`src/design/sbmc_consts.svh`:
```
/*
 * Register map, field positions, reset values and timing counts of the
 * serial bus mode-control block.
 * Assumes a 25 MHz system clock and a 32-bit AXI4-Lite register bus.
 */
`ifndef SBMC_CONSTS_SVH
`define SBMC_CONSTS_SVH

// byte addresses
`define SBMC_ADDR_MODE    32'h0000_0000
`define SBMC_ADDR_CTRL    32'h0000_0004
`define SBMC_ADDR_TXD     32'h0000_0008
`define SBMC_ADDR_STAT    32'h0000_000c

// mode register fields
`define SBMC_MODE_ORDER   7
`define SBMC_MODE_WAIT    6
`define SBMC_MODE_PROT    3
`define SBMC_MODE_RSV     2'h3
`define SBMC_MODE_RST     8'h38

// control register fields
`define SBMC_CTRL_SYNC    0
`define SBMC_CTRL_MASTER  1
`define SBMC_CTRL_START   2
`define SBMC_CTRL_ACKLOW  3
`define SBMC_TXD_RST      8'hff

// bus responses
`define SBMC_RESP_OKAY    2'h0
`define SBMC_RESP_SLVERR  2'h2

// timing: transfer clock derived from the system clock
`define SBMC_CLK_NS       40
`define SBMC_TCLK_NS      320
`define SBMC_TCLK_CYC     (`SBMC_TCLK_NS / `SBMC_CLK_NS)
`define SBMC_HALF_CYC     (`SBMC_TCLK_CYC / 2)
`define SBMC_WAIT_CYC     (2 * `SBMC_TCLK_CYC)

`endif

```
`src/design/sbmc_pkg.sv`:
```
/*
 * Types shared by the serial bus mode-control design.
 * Assumes nothing beyond a SystemVerilog compiler.
 */
package sbmc_pkg;

	typedef enum logic [2:0] {
		ST_IDLE,
		ST_LOW,
		ST_HIGH,
		ST_WAIT,
		ST_SLV
	} sbmc_state_e;

endpackage : sbmc_pkg

```
`src/design/sbmc_pin_sync.sv`:
```
/*
 * Two-flop synchroniser with edge detection for one serial pin.
 * Assumes the pin is asynchronous to clk_in.
 */
`timescale 1ns/1ps
module sbmc_pin_sync (
	// clock and reset
	input  wire logic clk_in,
	input  wire logic rst_in,
	// pin
	input  wire logic pin_in,
	// synchronised level and edges
	output logic      level_out,
	output logic      rise_out,
	output logic      fall_out
);

	logic meta_q;
	logic prev_q;

	always_ff @(posedge clk_in) begin
		if (rst_in) begin
			meta_q    <= 1'b1;
			level_out <= 1'b1;
			prev_q    <= 1'b1;
		end else begin
			meta_q    <= pin_in;
			level_out <= meta_q;
			prev_q    <= level_out;
		end
	end

	assign rise_out = level_out & ~prev_q;
	assign fall_out = ~level_out & prev_q;

endmodule : sbmc_pin_sync

```
`src/design/sbmc_top.sv`:
```
/*
 * Serial bus mode control: mode register, bit counter and a frame engine
 * that shifts one frame over open-drain clock and data pins.
 * Assumes an AXI4-Lite master on CLK_IN and a pulled-up two-wire bus or a
 * clocked synchronous partner on the pins.
 */
// The register addresses and the AXI4-Lite slave port are this design's own decisions.
`timescale 1ns/1ps
`include "sbmc_consts.svh"
module sbmc_top (
	// clock and reset
	input  wire logic        CLK_IN,
	input  wire logic        RST_IN,
	// axi4-lite write address
	input  wire logic [31:0] AXI_AWADDR_IN,
	input  wire logic        AXI_AWVALID_IN,
	output logic             AXI_AWREADY_OUT,
	// axi4-lite write data
	input  wire logic [31:0] AXI_WDATA_IN,
	input  wire logic [3:0]  AXI_WSTRB_IN,
	input  wire logic        AXI_WVALID_IN,
	output logic             AXI_WREADY_OUT,
	// axi4-lite write response
	output logic [1:0]       AXI_BRESP_OUT,
	output logic             AXI_BVALID_OUT,
	input  wire logic        AXI_BREADY_IN,
	// axi4-lite read address
	input  wire logic [31:0] AXI_ARADDR_IN,
	input  wire logic        AXI_ARVALID_IN,
	output logic             AXI_ARREADY_OUT,
	// axi4-lite read data
	output logic [31:0]      AXI_RDATA_OUT,
	output logic [1:0]       AXI_RRESP_OUT,
	output logic             AXI_RVALID_OUT,
	input  wire logic        AXI_RREADY_IN,
	// serial clock pin
	input  wire logic        SCL_IN,
	output logic             SCL_OUT,
	output logic             SCL_OE_N_OUT,
	// serial data pin
	input  wire logic        SDA_IN,
	output logic             SDA_OUT,
	output logic             SDA_OE_N_OUT
);

	// reset image of the mode register; a literal cannot be bit-selected directly
	localparam logic [7:0]   mode_rst = `SBMC_MODE_RST;
	// registers
	logic                    order_q;
	logic                    wait_q;
	logic [2:0]              cnt_q;
	logic                    sync_q;
	logic                    master_q;
	logic                    acklow_q;
	logic [7:0]              txd_q;
	logic                    start_q;
	// axi state
	logic                    aw_have_q;
	logic [31:0]             aw_addr_q;
	logic                    w_have_q;
	logic [31:0]             w_data_q;
	logic [3:0]              w_strb_q;
	logic                    wr_fire;
	// engine
	sbmc_pkg::sbmc_state_e   state_q;
	logic [4:0]              tmr_q;
	logic [3:0]              left_q;
	logic [7:0]              sh_q;
	logic [7:0]              rx_q;
	logic                    ack_q;
	logic                    scl_low_q;
	logic                    sda_low_q;
	logic                    done_q;
	logic                    busy;
	// pins
	logic                    scl_lvl;
	logic                    scl_rise;
	logic                    scl_fall;
	logic                    sda_lvl;

	function automatic logic [3:0] frame_len(input logic [2:0] c, input logic s);
		if (s) begin
			frame_len = (c == 3'h0) ? 4'h8 : {1'b0, c};
		end else begin
			frame_len = (c == 3'h0) ? 4'h9 : {1'b0, c} + 4'h1;
		end
	endfunction : frame_len

	function automatic logic [2:0] left_code(input logic [3:0] r, input logic s);
		logic [3:0] t;
		t = r - 4'h1;
		left_code = s ? r[2:0] : t[2:0];
	endfunction : left_code

	function automatic logic [7:0] shift_out(input logic [7:0] v, input logic lsb);
		shift_out = lsb ? {1'b1, v[7:1]} : {v[6:0], 1'b1};
	endfunction : shift_out

	function automatic logic [7:0] shift_in(input logic [7:0] v, input logic lsb,
	                                         input logic b);
		shift_in = lsb ? {b, v[7:1]} : {v[6:0], b};
	endfunction : shift_in

	// open-drain: a 0 bit pulls low; in two-wire format the last bit is the ack
	function automatic logic drive_low(input logic [7:0] v, input logic [3:0] l);
		if (!sync_q && l == 4'h1) begin
			drive_low = acklow_q;
		end else begin
			drive_low = order_q ? ~v[0] : ~v[7];
		end
	endfunction : drive_low

	function automatic logic addr_hit(input logic [31:0] a);
		addr_hit = (a == `SBMC_ADDR_MODE) || (a == `SBMC_ADDR_CTRL) ||
		           (a == `SBMC_ADDR_TXD) || (a == `SBMC_ADDR_STAT);
	endfunction : addr_hit

	function automatic logic [31:0] rd_word(input logic [31:0] a);
		rd_word = 32'h0000_0000;
		case (a)
			`SBMC_ADDR_MODE: begin
				rd_word[7:0] = {order_q, wait_q, `SBMC_MODE_RSV, 1'b1,
				                busy ? left_code(left_q, sync_q) : cnt_q};
			end
			`SBMC_ADDR_CTRL: begin
				rd_word[3:0] = {acklow_q, 1'b0, master_q, sync_q};
			end
			`SBMC_ADDR_TXD: begin
				rd_word[7:0] = txd_q;
			end
			`SBMC_ADDR_STAT: begin
				rd_word[9:0] = {ack_q, busy, rx_q};
			end
			default: begin
				rd_word = 32'h0000_0000;
			end
		endcase
	endfunction : rd_word

	sbmc_pin_sync u_scl_sync (
		.clk_in    (CLK_IN),
		.rst_in    (RST_IN),
		.pin_in    (SCL_IN),
		.level_out (scl_lvl),
		.rise_out  (scl_rise),
		.fall_out  (scl_fall)
	);

	sbmc_pin_sync u_sda_sync (
		.clk_in    (CLK_IN),
		.rst_in    (RST_IN),
		.pin_in    (SDA_IN),
		.level_out (sda_lvl),
		.rise_out  (),
		.fall_out  ()
	);

	assign busy    = (state_q != sbmc_pkg::ST_IDLE);
	assign wr_fire = aw_have_q && w_have_q && !AXI_BVALID_OUT;

	// write address and data are taken independently, in either order
	always_ff @(posedge CLK_IN) begin
		if (RST_IN) begin
			aw_have_q       <= 1'b0;
			aw_addr_q       <= 32'h0000_0000;
			AXI_AWREADY_OUT <= 1'b1;
		end else if (AXI_AWVALID_IN && AXI_AWREADY_OUT) begin
			aw_have_q       <= 1'b1;
			aw_addr_q       <= AXI_AWADDR_IN;
			AXI_AWREADY_OUT <= 1'b0;
		end else if (wr_fire) begin
			aw_have_q       <= 1'b0;
			AXI_AWREADY_OUT <= 1'b1;
		end
	end

	always_ff @(posedge CLK_IN) begin
		if (RST_IN) begin
			w_have_q       <= 1'b0;
			w_data_q       <= 32'h0000_0000;
			w_strb_q       <= 4'h0;
			AXI_WREADY_OUT <= 1'b1;
		end else if (AXI_WVALID_IN && AXI_WREADY_OUT) begin
			w_have_q       <= 1'b1;
			w_data_q       <= AXI_WDATA_IN;
			w_strb_q       <= AXI_WSTRB_IN;
			AXI_WREADY_OUT <= 1'b0;
		end else if (wr_fire) begin
			w_have_q       <= 1'b0;
			AXI_WREADY_OUT <= 1'b1;
		end
	end

	always_ff @(posedge CLK_IN) begin
		if (RST_IN) begin
			AXI_BVALID_OUT <= 1'b0;
			AXI_BRESP_OUT  <= `SBMC_RESP_OKAY;
		end else if (wr_fire) begin
			AXI_BVALID_OUT <= 1'b1;
			AXI_BRESP_OUT  <= addr_hit(aw_addr_q) ? `SBMC_RESP_OKAY : `SBMC_RESP_SLVERR;
		end else if (AXI_BREADY_IN) begin
			AXI_BVALID_OUT <= 1'b0;
		end
	end

	always_ff @(posedge CLK_IN) begin
		if (RST_IN) begin
			AXI_ARREADY_OUT <= 1'b1;
			AXI_RVALID_OUT  <= 1'b0;
			AXI_RDATA_OUT   <= 32'h0000_0000;
			AXI_RRESP_OUT   <= `SBMC_RESP_OKAY;
		end else if (AXI_ARVALID_IN && AXI_ARREADY_OUT) begin
			AXI_ARREADY_OUT <= 1'b0;
			AXI_RVALID_OUT  <= 1'b1;
			AXI_RDATA_OUT   <= rd_word(AXI_ARADDR_IN);
			AXI_RRESP_OUT   <= addr_hit(AXI_ARADDR_IN) ? `SBMC_RESP_OKAY : `SBMC_RESP_SLVERR;
		end else if (AXI_RVALID_OUT && AXI_RREADY_IN) begin
			AXI_ARREADY_OUT <= 1'b1;
			AXI_RVALID_OUT  <= 1'b0;
		end
	end

	// mode register; a count write in the cycle after the frame ends beats the clear
	always_ff @(posedge CLK_IN) begin
		if (RST_IN) begin
			order_q <= mode_rst[`SBMC_MODE_ORDER];
			wait_q  <= mode_rst[`SBMC_MODE_WAIT];
			cnt_q   <= mode_rst[2:0];
		end else begin
			if (done_q) begin
				cnt_q <= 3'h0;
			end
			if (wr_fire && aw_addr_q == `SBMC_ADDR_MODE && w_strb_q[0]) begin
				order_q <= w_data_q[`SBMC_MODE_ORDER];
				wait_q  <= w_data_q[`SBMC_MODE_WAIT];
				if (!w_data_q[`SBMC_MODE_PROT]) begin
					cnt_q <= w_data_q[2:0];
				end
			end
		end
	end

	// control and transmit data; start only takes effect while idle
	always_ff @(posedge CLK_IN) begin
		if (RST_IN) begin
			sync_q   <= 1'b0;
			master_q <= 1'b0;
			acklow_q <= 1'b0;
			txd_q    <= `SBMC_TXD_RST;
			start_q  <= 1'b0;
		end else begin
			start_q <= 1'b0;
			if (wr_fire && w_strb_q[0] && aw_addr_q == `SBMC_ADDR_CTRL) begin
				sync_q   <= w_data_q[`SBMC_CTRL_SYNC];
				master_q <= w_data_q[`SBMC_CTRL_MASTER];
				acklow_q <= w_data_q[`SBMC_CTRL_ACKLOW];
				start_q  <= w_data_q[`SBMC_CTRL_START] && !busy;
			end
			if (wr_fire && w_strb_q[0] && aw_addr_q == `SBMC_ADDR_TXD) begin
				txd_q <= w_data_q[7:0];
			end
		end
	end

	// frame engine: master paces its own clock, slave follows pin edges
	always_ff @(posedge CLK_IN) begin
		if (RST_IN) begin
			state_q   <= sbmc_pkg::ST_IDLE;
			tmr_q     <= 5'h00;
			left_q    <= 4'h0;
			sh_q      <= 8'hff;
			rx_q      <= 8'h00;
			ack_q     <= 1'b1;
			scl_low_q <= 1'b0;
			sda_low_q <= 1'b0;
			done_q    <= 1'b0;
		end else begin
			done_q <= 1'b0;
			case (state_q)
				sbmc_pkg::ST_IDLE: begin
					if (start_q) begin
						left_q    <= frame_len(cnt_q, sync_q);
						sh_q      <= txd_q;
						sda_low_q <= drive_low(txd_q, frame_len(cnt_q, sync_q));
						tmr_q     <= 5'(`SBMC_HALF_CYC - 1);
						scl_low_q <= master_q;
						state_q   <= master_q ? sbmc_pkg::ST_LOW : sbmc_pkg::ST_SLV;
					end
				end
				sbmc_pkg::ST_LOW: begin
					if (tmr_q == 5'h00) begin
						scl_low_q <= 1'b0;
						tmr_q     <= 5'(`SBMC_HALF_CYC - 1);
						state_q   <= sbmc_pkg::ST_HIGH;
					end else begin
						tmr_q <= tmr_q - 5'h01;
					end
				end
				sbmc_pkg::ST_HIGH: begin
					// the timer holds while a slave stretches the clock low
					if (scl_lvl && tmr_q != 5'h00) begin
						tmr_q <= tmr_q - 5'h01;
					end else if (scl_lvl) begin
						if (!sync_q && left_q == 4'h1) begin
							ack_q <= sda_lvl;
						end else begin
							rx_q <= shift_in(rx_q, order_q, sda_lvl);
						end
						left_q <= left_q - 4'h1;
						if (left_q == 4'h1) begin
							sda_low_q <= 1'b0;
							done_q    <= 1'b1;
							state_q   <= sbmc_pkg::ST_IDLE;
						end else begin
							sh_q      <= shift_out(sh_q, order_q);
							scl_low_q <= 1'b1;
							if (wait_q && !sync_q && left_q == 4'h2) begin
								tmr_q   <= 5'(`SBMC_WAIT_CYC - 1);
								state_q <= sbmc_pkg::ST_WAIT;
							end else begin
								sda_low_q <= drive_low(shift_out(sh_q, order_q),
								                       left_q - 4'h1);
								tmr_q     <= 5'(`SBMC_HALF_CYC - 1);
								state_q   <= sbmc_pkg::ST_LOW;
							end
						end
					end
				end
				sbmc_pkg::ST_WAIT: begin
					// data line keeps the last bit until the ack slot opens
					if (tmr_q == 5'h00) begin
						sda_low_q <= drive_low(sh_q, left_q);
						tmr_q     <= 5'(`SBMC_HALF_CYC - 1);
						state_q   <= sbmc_pkg::ST_LOW;
					end else begin
						tmr_q <= tmr_q - 5'h01;
					end
				end
				sbmc_pkg::ST_SLV: begin
					// slave timing comes from the partner; wait setting unused
					if (scl_rise) begin
						if (!sync_q && left_q == 4'h1) begin
							ack_q <= sda_lvl;
						end else begin
							rx_q <= shift_in(rx_q, order_q, sda_lvl);
						end
						sh_q   <= shift_out(sh_q, order_q);
						left_q <= left_q - 4'h1;
						if (left_q == 4'h1) begin
							done_q  <= 1'b1;
							state_q <= sbmc_pkg::ST_IDLE;
						end
					end else if (scl_fall) begin
						sda_low_q <= drive_low(sh_q, left_q);
					end
				end
				default: begin
					state_q <= sbmc_pkg::ST_IDLE;
				end
			endcase
			if (state_q == sbmc_pkg::ST_SLV && scl_rise && left_q == 4'h1) begin
				sda_low_q <= 1'b0;
			end
		end
	end

	// pins are open drain: output level fixed low, enable low pulls the line
	always_ff @(posedge CLK_IN) begin
		if (RST_IN) begin
			SCL_OUT      <= 1'b0;
			SDA_OUT      <= 1'b0;
			SCL_OE_N_OUT <= 1'b1;
			SDA_OE_N_OUT <= 1'b1;
		end else begin
			SCL_OUT      <= 1'b0;
			SDA_OUT      <= 1'b0;
			SCL_OE_N_OUT <= ~scl_low_q;
			SDA_OE_N_OUT <= ~sda_low_q;
		end
	end

endmodule : sbmc_top

```
`config.mk`:
```
export PLATFORM = sky130hd
export DESIGN_NAME = sbmc_top
export DESIGN_NICKNAME = d
export VERILOG_FILES = /design/src/design/sbmc_pkg.sv /design/src/design/sbmc_pin_sync.sv /design/src/design/sbmc_top.sv
export VERILOG_INCLUDE_DIRS = /design/src /design/src/design
export SDC_FILE = /design/constraint.sdc
export NUM_CORES = 1
export LEC_CHECK = 0
export BUFFER_PORTS_ARGS = -buffer_cell sky130_fd_sc_hd__buf_2
export CORE_UTILIZATION = 48
export CTS_CLUSTER_DIAMETER = 40
export CTS_CLUSTER_SIZE = 30
export DETAILED_ROUTE_END_ITERATION = 10
export GPL_TIMING_DRIVEN = 1
export PLACE_DENSITY = 0.77
export SETUP_SLACK_MARGIN = 0.5
export SLEW_MARGIN = 15
export SYNTH_ARGS = -nofsm -noshare
export SYNTH_HDL_FRONTEND = slang
export SYNTH_SLANG_ARGS = --single-unit
```
`constraint.sdc`:
```
create_clock -name CLK_IN -period 1.9 [get_ports CLK_IN]
set_input_delay 0 -clock CLK_IN [delete_from_list [all_inputs] [get_ports CLK_IN]]
set_output_delay 0 -clock CLK_IN [all_outputs]
set_load 0.05 [all_outputs]
```
# == Word level (Yosys, flattened, before mapping) ==
# Index checks and enable logic that the tools add are counted.
# classes
muxes,94
n_eq_ne,27
bitwise_logic,13
n_addsub,3
n_reduce_logical,55
# ops
cell,n
"equality test 32 x 4 -> 1 bit, second input constant",4
two-way mux 8 bit,11
"equality test 32 x 3 -> 1 bit, second input constant",2
zero test 32 bit,2
two-way mux 4 bit,10
two-way mux 1 bit,39
two-way mux 3 bit,13
two-way mux 5 bit,5
one-hot mux 4 bit (3 select lines),2
one-hot mux 8 bit (3 select lines),1
logical AND 1 bit,20
"inequality test 2 bit, second input constant",9
one-hot mux 4 bit (4 select lines),1
one-hot mux 8 bit (2 select lines),1
one-hot mux 3 bit (5 select lines),1
one-hot mux 5 bit (3 select lines),1
"equality test 4 x 1 -> 1 bit, second input constant",3
AND reduction 6 bit,2
nonzero test 3 bit,4
inverter 1 bit,11
two-way mux 2 bit,5
nonzero test 2 bit,5
AND reduction 4 bit,2
AND reduction 8 bit,1
23 further kinds,37
# word_totals
wordCells,229
regBits,118
input_bits,109

# == Logic depth before layout (Yosys ltp) ==
# logic_depth
depth_word,11
ltp_mapped,10
ltp_nobuf,8

# == Modules after synthesis ==
# A second synthesis with hierarchy kept.
# hier_totals
cells_unflattened,691
hier_area_um2,5604.1
# modules_own_cells
mod,area_per_inst_um2,cells_each,seq_area_each_um2,n_inst
sbmc_top,5418.9,675,2222.1,1
sbmc_pin_sync,92.6,8,60.1,2

# == Worst setup path after synthesis ==
# OpenSTA, ideal clock, no wires.
# synth_path
kind,flip-flop to flip-flop
from,reg AXI_BVALID_OUT
to,reg cnt_q[0]
n_path_buf,2
arrival_ns,1.995
stages_incl_launch_ff,9
t_required_ns,1.772
setup_slack_ns,-0.223
path_cell_list,dfxtp_1 and3b_1 clkbuf_1 nand2_1 nor4_1 or3b_1 clkbuf_1 mux2i_1 nor2_1
# synth_between
elab_chain_len,5
# synth_lines
element,line,source
"start, declared",sbmc_top.sv:25,"output logic AXI_BVALID_OUT,"
"start signal, assigned",sbmc_top.sv:196,AXI_BVALID_OUT <= 1'b0;
"start signal, assigned",sbmc_top.sv:199,AXI_BVALID_OUT <= 1'b1;
"start signal, assigned",sbmc_top.sv:202,AXI_BVALID_OUT <= 1'b0;
zero test 1 bit,sbmc_top.sv:159,assign wr_fire = aw_have_q && w_have_q && !AXI_BVALID_OUT;
logical AND 1 bit,sbmc_top.sv:159,
logical AND 1 bit (no line),-,
logical AND 1 bit,sbmc_top.sv:233,if (wr_fire && aw_addr_q == `SBMC_ADDR_MODE && w_strb_q[0]) begin
two-way mux 3 bit,sbmc_top.sv:233,
"end signal, assigned",sbmc_top.sv:228,cnt_q <= mode_rst[2:0];
"end signal, assigned",sbmc_top.sv:237,cnt_q <= w_data_q[2:0];
"end, declared",sbmc_top.sv:51,logic [2:0] cnt_q;
# No other way between the ends.
# A chain may end at the register's enable or synchronous reset.

# == Final worst setup path ==
# layout_path
from,reg tmr_q[1]
to,reg left_q[1]
# layout_between
elab_chain_len,4
# layout_lines
element,line,source
"start, declared",sbmc_top.sv:66,logic [4:0] tmr_q;
"start signal, assigned",sbmc_top.sv:285,tmr_q <= 5'(`SBMC_HALF_CYC - 1);
"start signal, assigned",sbmc_top.sv:293,tmr_q <= 5'(`SBMC_HALF_CYC - 1);
"start signal, assigned",sbmc_top.sv:296,tmr_q <= tmr_q - 5'h01;
nonzero test 5 bit,sbmc_top.sv:301,if (scl_lvl && tmr_q != 5'h00) begin
logical AND 1 bit,sbmc_top.sv:301,
inequality test 2 bit (no line),-,
AND reduction 5 bit (no line),-,
"end signal, assigned",sbmc_top.sv:282,"left_q <= frame_len(cnt_q, sync_q);"
"end signal, assigned",sbmc_top.sv:309,left_q <= left_q - 4'h1;
"end signal, assigned",sbmc_top.sv:348,left_q <= left_q - 4'h1;
"end, declared",sbmc_top.sv:67,logic [3:0] left_q;
# No other way between the ends.

==> impl_metrics.xml <==
<?xml version="1.0" encoding="UTF-8"?>
<metrics>
  <group name="global_routing">
    <metric name="pin_count_of_the_biggest_net_entering_global_routing" unit="">57</metric>
    <metric name="groute.layer.met1.usage" unit="%">33.09</metric>
    <metric name="use_met2" unit="%">51.74</metric>
    <metric name="grt_antenna_before_repair" unit="">0</metric>
    <metric name="globalRouteTotalUtil" unit="%">29.05</metric>
    <metric name="grt_remaining_overflow" unit="">0</metric>
    <metric name="grt_first_pass_wirelength" unit="mm">26.91</metric>
    <metric name="globalRoute.busiestLayer" unit="">met2</metric>
    <metric name="grt.met3_usage" unit="%">8.054</metric>
    <metric name="first_global_vias" unit="">5717</metric>
  </group>
  <group name="logic_synthesis">
    <metric name="synth_top_cells_by_count" unit="">dfxtp_1, nand2_1, a21oi_1</metric>
    <metric name="netlist.area_leader.share" unit="%">41.44</metric>
    <metric name="yosys.cell_types.count" unit="">59</metric>
    <metric name="top_flip_flop_cell_by_instance_count_after_synthesis" unit="">dfxtp_1</metric>
    <metric name="ys_warn_count" unit="">0</metric>
    <metric name="synth-seq-area-share" unit="%">41.44</metric>
    <metric name="async_set_or_reset_flop_fraction_in_the_synthesized_netlist" unit="%">0</metric>
    <metric name="mappedNetlistArea" unit="sq mm">0.005604</metric>
    <metric name="post_synth_inst_count" unit="">698</metric>
    <metric name="synth-edff-count" unit="">0</metric>
    <metric name="synth_top_cell_by_area" unit="">dfxtp_1</metric>
    <metric name="synth_seq_cells" unit="">116</metric>
    <metric name="syn_avg_cell_area" unit="sq um">8.029</metric>
    <metric name="leading_cell_types_by_total_area_after_synthesis" unit="">dfxtp_1, nand2_1, a21oi_1</metric>
  </group>
  <group name="worst_setup_path">
    <metric name="critical_path.max_fanout" unit="">6</metric>
    <metric name="crit_path_start_kind" unit="">flop</metric>
    <metric name="timing.setup.critical_path_class" unit="">reg -&gt; reg</metric>
    <metric name="worst_setup_path_end_kind" unit="">flop</metric>
    <metric name="reg2reg_slack" unit="ns">-0.19</metric>
    <metric name="cp_data_required_time" unit="ns">2.23</metric>
    <metric name="arrival_time_at_the_worst_endpoint" unit="ns">2.41</metric>
  </group>
  <group name="route">
    <metric name="vias_per_cell" unit="">5.633</metric>
    <metric name="detail_route.drc_violations" unit="">0</metric>
    <metric name="wl_per_cell" unit="microns">17.07</metric>
    <metric name="vias" unit="">5937</metric>
    <metric name="wirelength" unit="mm">17.99</metric>
    <metric name="drtIter0Drc" unit="">481</metric>
    <metric name="router_iterations_before_antenna_repair" unit="">8</metric>
    <metric name="final_antenna_net_count" unit="">0</metric>
  </group>
  <group name="timing">
    <metric name="min_period" unit="ns">2.086</metric>
    <metric name="hold-worst-slack" unit="ns">0.06502</metric>
    <metric name="tns" unit="ns">-2.578</metric>
    <metric name="rsz0062_at_grt" unit="">true</metric>
    <metric name="slew_headroom" unit="%">56.18</metric>
    <metric name="final_min_period_over_clock_period" unit="%">109.8</metric>
    <metric name="timing.final.setup_violations" unit="">32</metric>
    <metric name="fmaxAchievable" unit="MHz">479.3</metric>
    <metric name="worst-slew-pin-transition" unit="ns">0.6573</metric>
    <metric name="final-hold-violation-count" unit="">0</metric>
    <metric name="final-max-slew-violation-count" unit="">0</metric>
    <metric name="finalWorstSetupSlack" unit="ns">-0.1863</metric>
    <metric name="fin_worst_skew" unit="ns">0.01043</metric>
  </group>
  <group name="layout">
    <metric name="layout.area.seq" unit="sq mm">0.002357</metric>
    <metric name="area_growth_syn_to_layout" unit="%">49.94</metric>
    <metric name="drive_above_1_share" unit="%">37.87</metric>
    <metric name="fillers" unit="">745</metric>
    <metric name="finalNonFillerCells" unit="">1054</metric>
    <metric name="multi_input_area" unit="sq mm">0.003543</metric>
    <metric name="nets" unit="">1013</metric>
    <metric name="final_core_utilization" unit="%">73.59</metric>
    <metric name="antennaDiodeCount" unit="">0</metric>
  </group>
  <group name="cts">
    <metric name="tritoncts_clock_tree" unit="">built</metric>
    <metric name="cts_max_level" unit="">4</metric>
    <metric name="cts_buffers" unit="">17</metric>
    <metric name="clock_insertion_delay_worst_skew" unit="ns">0.42</metric>
    <metric name="clk_pin_slew_worst_paths" unit="ns">0.05</metric>
    <metric name="clk_path_buf_depth" unit="">2</metric>
    <metric name="cts_sink_count" unit="">116</metric>
    <metric name="cts_root_buffer" unit="">clkbuf_16</metric>
  </group>
  <group name="place">
    <metric name="placement.io_buffers" unit="">100</metric>
    <metric name="place_inst" unit="">944</metric>
    <metric name="place.gp.congestion" unit="">0.8784</metric>
    <metric name="post-dp-hpwl" unit="mm">10.16</metric>
    <metric name="place_worst_setup_slack" unit="ns">-0.1608</metric>
  </group>
  <group name="floorplan">
    <metric name="start_util" unit="%">49.08</metric>
    <metric name="die_y" unit="microns">110.1</metric>
    <metric name="ios" unit="">154</metric>
    <metric name="core_region_area" unit="sq mm">0.01142</metric>
    <metric name="floorplan.rows" unit="">39</metric>
    <metric name="dieArea" unit="sq mm">0.01211</metric>
    <metric name="die_x" unit="microns">110.1</metric>
  </group>
  <group name="run_status">
    <metric name="violations" unit="">negative setup slack</metric>
    <metric name="outcome" unit="">finished, violations left</metric>
  </group>
  <group name="worst_hold_path">
    <metric name="hold_path_class" unit="">in -&gt; reg</metric>
  </group>
  <group name="flow_run">
    <metric name="drv.max_cap_violation_count" unit="">0</metric>
  </group>
  <group name="power">
    <metric name="vdd_ir_max" unit="V">0.001417</metric>
    <metric name="power_density" unit="mW/mm^2">1116</metric>
    <metric name="total_leakage_power" unit="uW">0.003348</metric>
  </group>
</metrics>
==> where the power goes <==
group / switching, uW / internal [uW] / leakage (uW)
Combinational: 1640 / 1520 / 0.00211
Sequential: 299 / 2710 / 0.000956
Clock: 1160 / 2040 / 0.000280
==> kinds of logic (layout without fill, tap and decap cells) <==
| family | Yosys count | after routing | share of synthesized area, % |
|---|---|---|---|
| and+or+nand+nor | 292 | 293 | 25.03 |
| xor gates and xnor gates | 1 | 1 | 0.1563 |
| muxes | 36 | 36 | 6.497 |
| buffers and inverters | 85 | 272 | 7.881 |
| DFF | 116 | 116 | 41.44 |
| AOI/OAI and AO/OA | 161 | 161 | 17.59 |
| adders and majority gates | 6 | 6 | 1.340 |
| other | 1 | 26 | 0.06691 |
==> worst max-delay path, cell delays in order, from the launching register on <==
cell,delay (ns)
dfxtp_2,0.32
inv_2,0.07
ha_4,0.15
or4b_4,0.49
buf_6,0.14
nor2_4,0.11
nand2_2,0.10
a21oi_4,0.23
buf_6,0.17
nor2_4,0.03
a211oi_2,0.18
==> worst paths after layout <==
check,from,endpoint,cells past startpoint
worst max register to register,tmr_q[1],left_q[1],10
worst min register to register,scl_low_q,SCL_OE_N_OUT,1
worst min-delay path,AXI_WVALID_IN,w_data_q[5],4
worst max-delay path,tmr_q[1],left_q[1],10
==> cells in the final DEF (no fill, tap or decap), drive strengths merged, types with 8 or more instances in the layout <==
cell | synthesis | final
o21ai | 21 | 21
nor4 | 15 | 15
a21oi | 82 | 82
nand3 | 10 | 10
nand2 | 116 | 117
dlygate4sd3 | 0 | 45
a211oi | 24 | 24
dfxtp | 116 | 116
nand2b | 12 | 12
inv | 14 | 17
nor2 | 70 | 70
mux2i | 33 | 33
nor3 | 22 | 22
clkbuf | 38 | 22
a211o | 8 | 8
conb | 1 | 26
buf | 33 | 181
==> area by class of cell <==
class                   instances  share of cell area (%)
multi-input cells             523                   42.17
flip-flops and latches        116                   28.05
repair buffers                226                   19.88
clock buffers                  22                   5.643
well taps                     143                   2.129
clock inverters                10                   1.444
inverters                      14                  0.6849
==> routing by layer <==
metal	share of wire [%]	wire [microns]	up-vias
li1	-	-	2791
met1	38	6805	2808
met2	53	9553	266
met3	5.9	1055	72
met4	3.2	577	0
met5	0	0	-
==> stage by stage <==
| stage | area, sq um | total power (uW) |
|---|---|---|
| final | 8403 | 9374 |
| after global routing | 8403 | 9761 |
| after CTS | 8177 | 9045 |
| after detailed placement | 6621 | 5350 |
| after global placement | 6621 | 5241 |
| after floorplan | 5989 | 4691 |
==> flip-flops by register name, indices dropped and copies added (netlist names), 3 cells and up <==
signal	count
rx_q	8
sh_q	8
txd_q	8
w_data_q	8
AXI_RDATA_OUT	10
aw_addr_q	32
cnt_q	3
tmr_q	5
left_q	4
state_q	3
==> repair_timing <==
item                                    4_1_cts  5_1_grt
buffers inserted                             26        5
endpoints found under the setup margin       53       62
pin swaps                                    29       21
cloned                                        2        0
hold buffers                                 45        0
gates resized for setup                      69       41
endpoints found under the hold margin        46        0
Note: power is estimated with default switching activity, not from simulation.
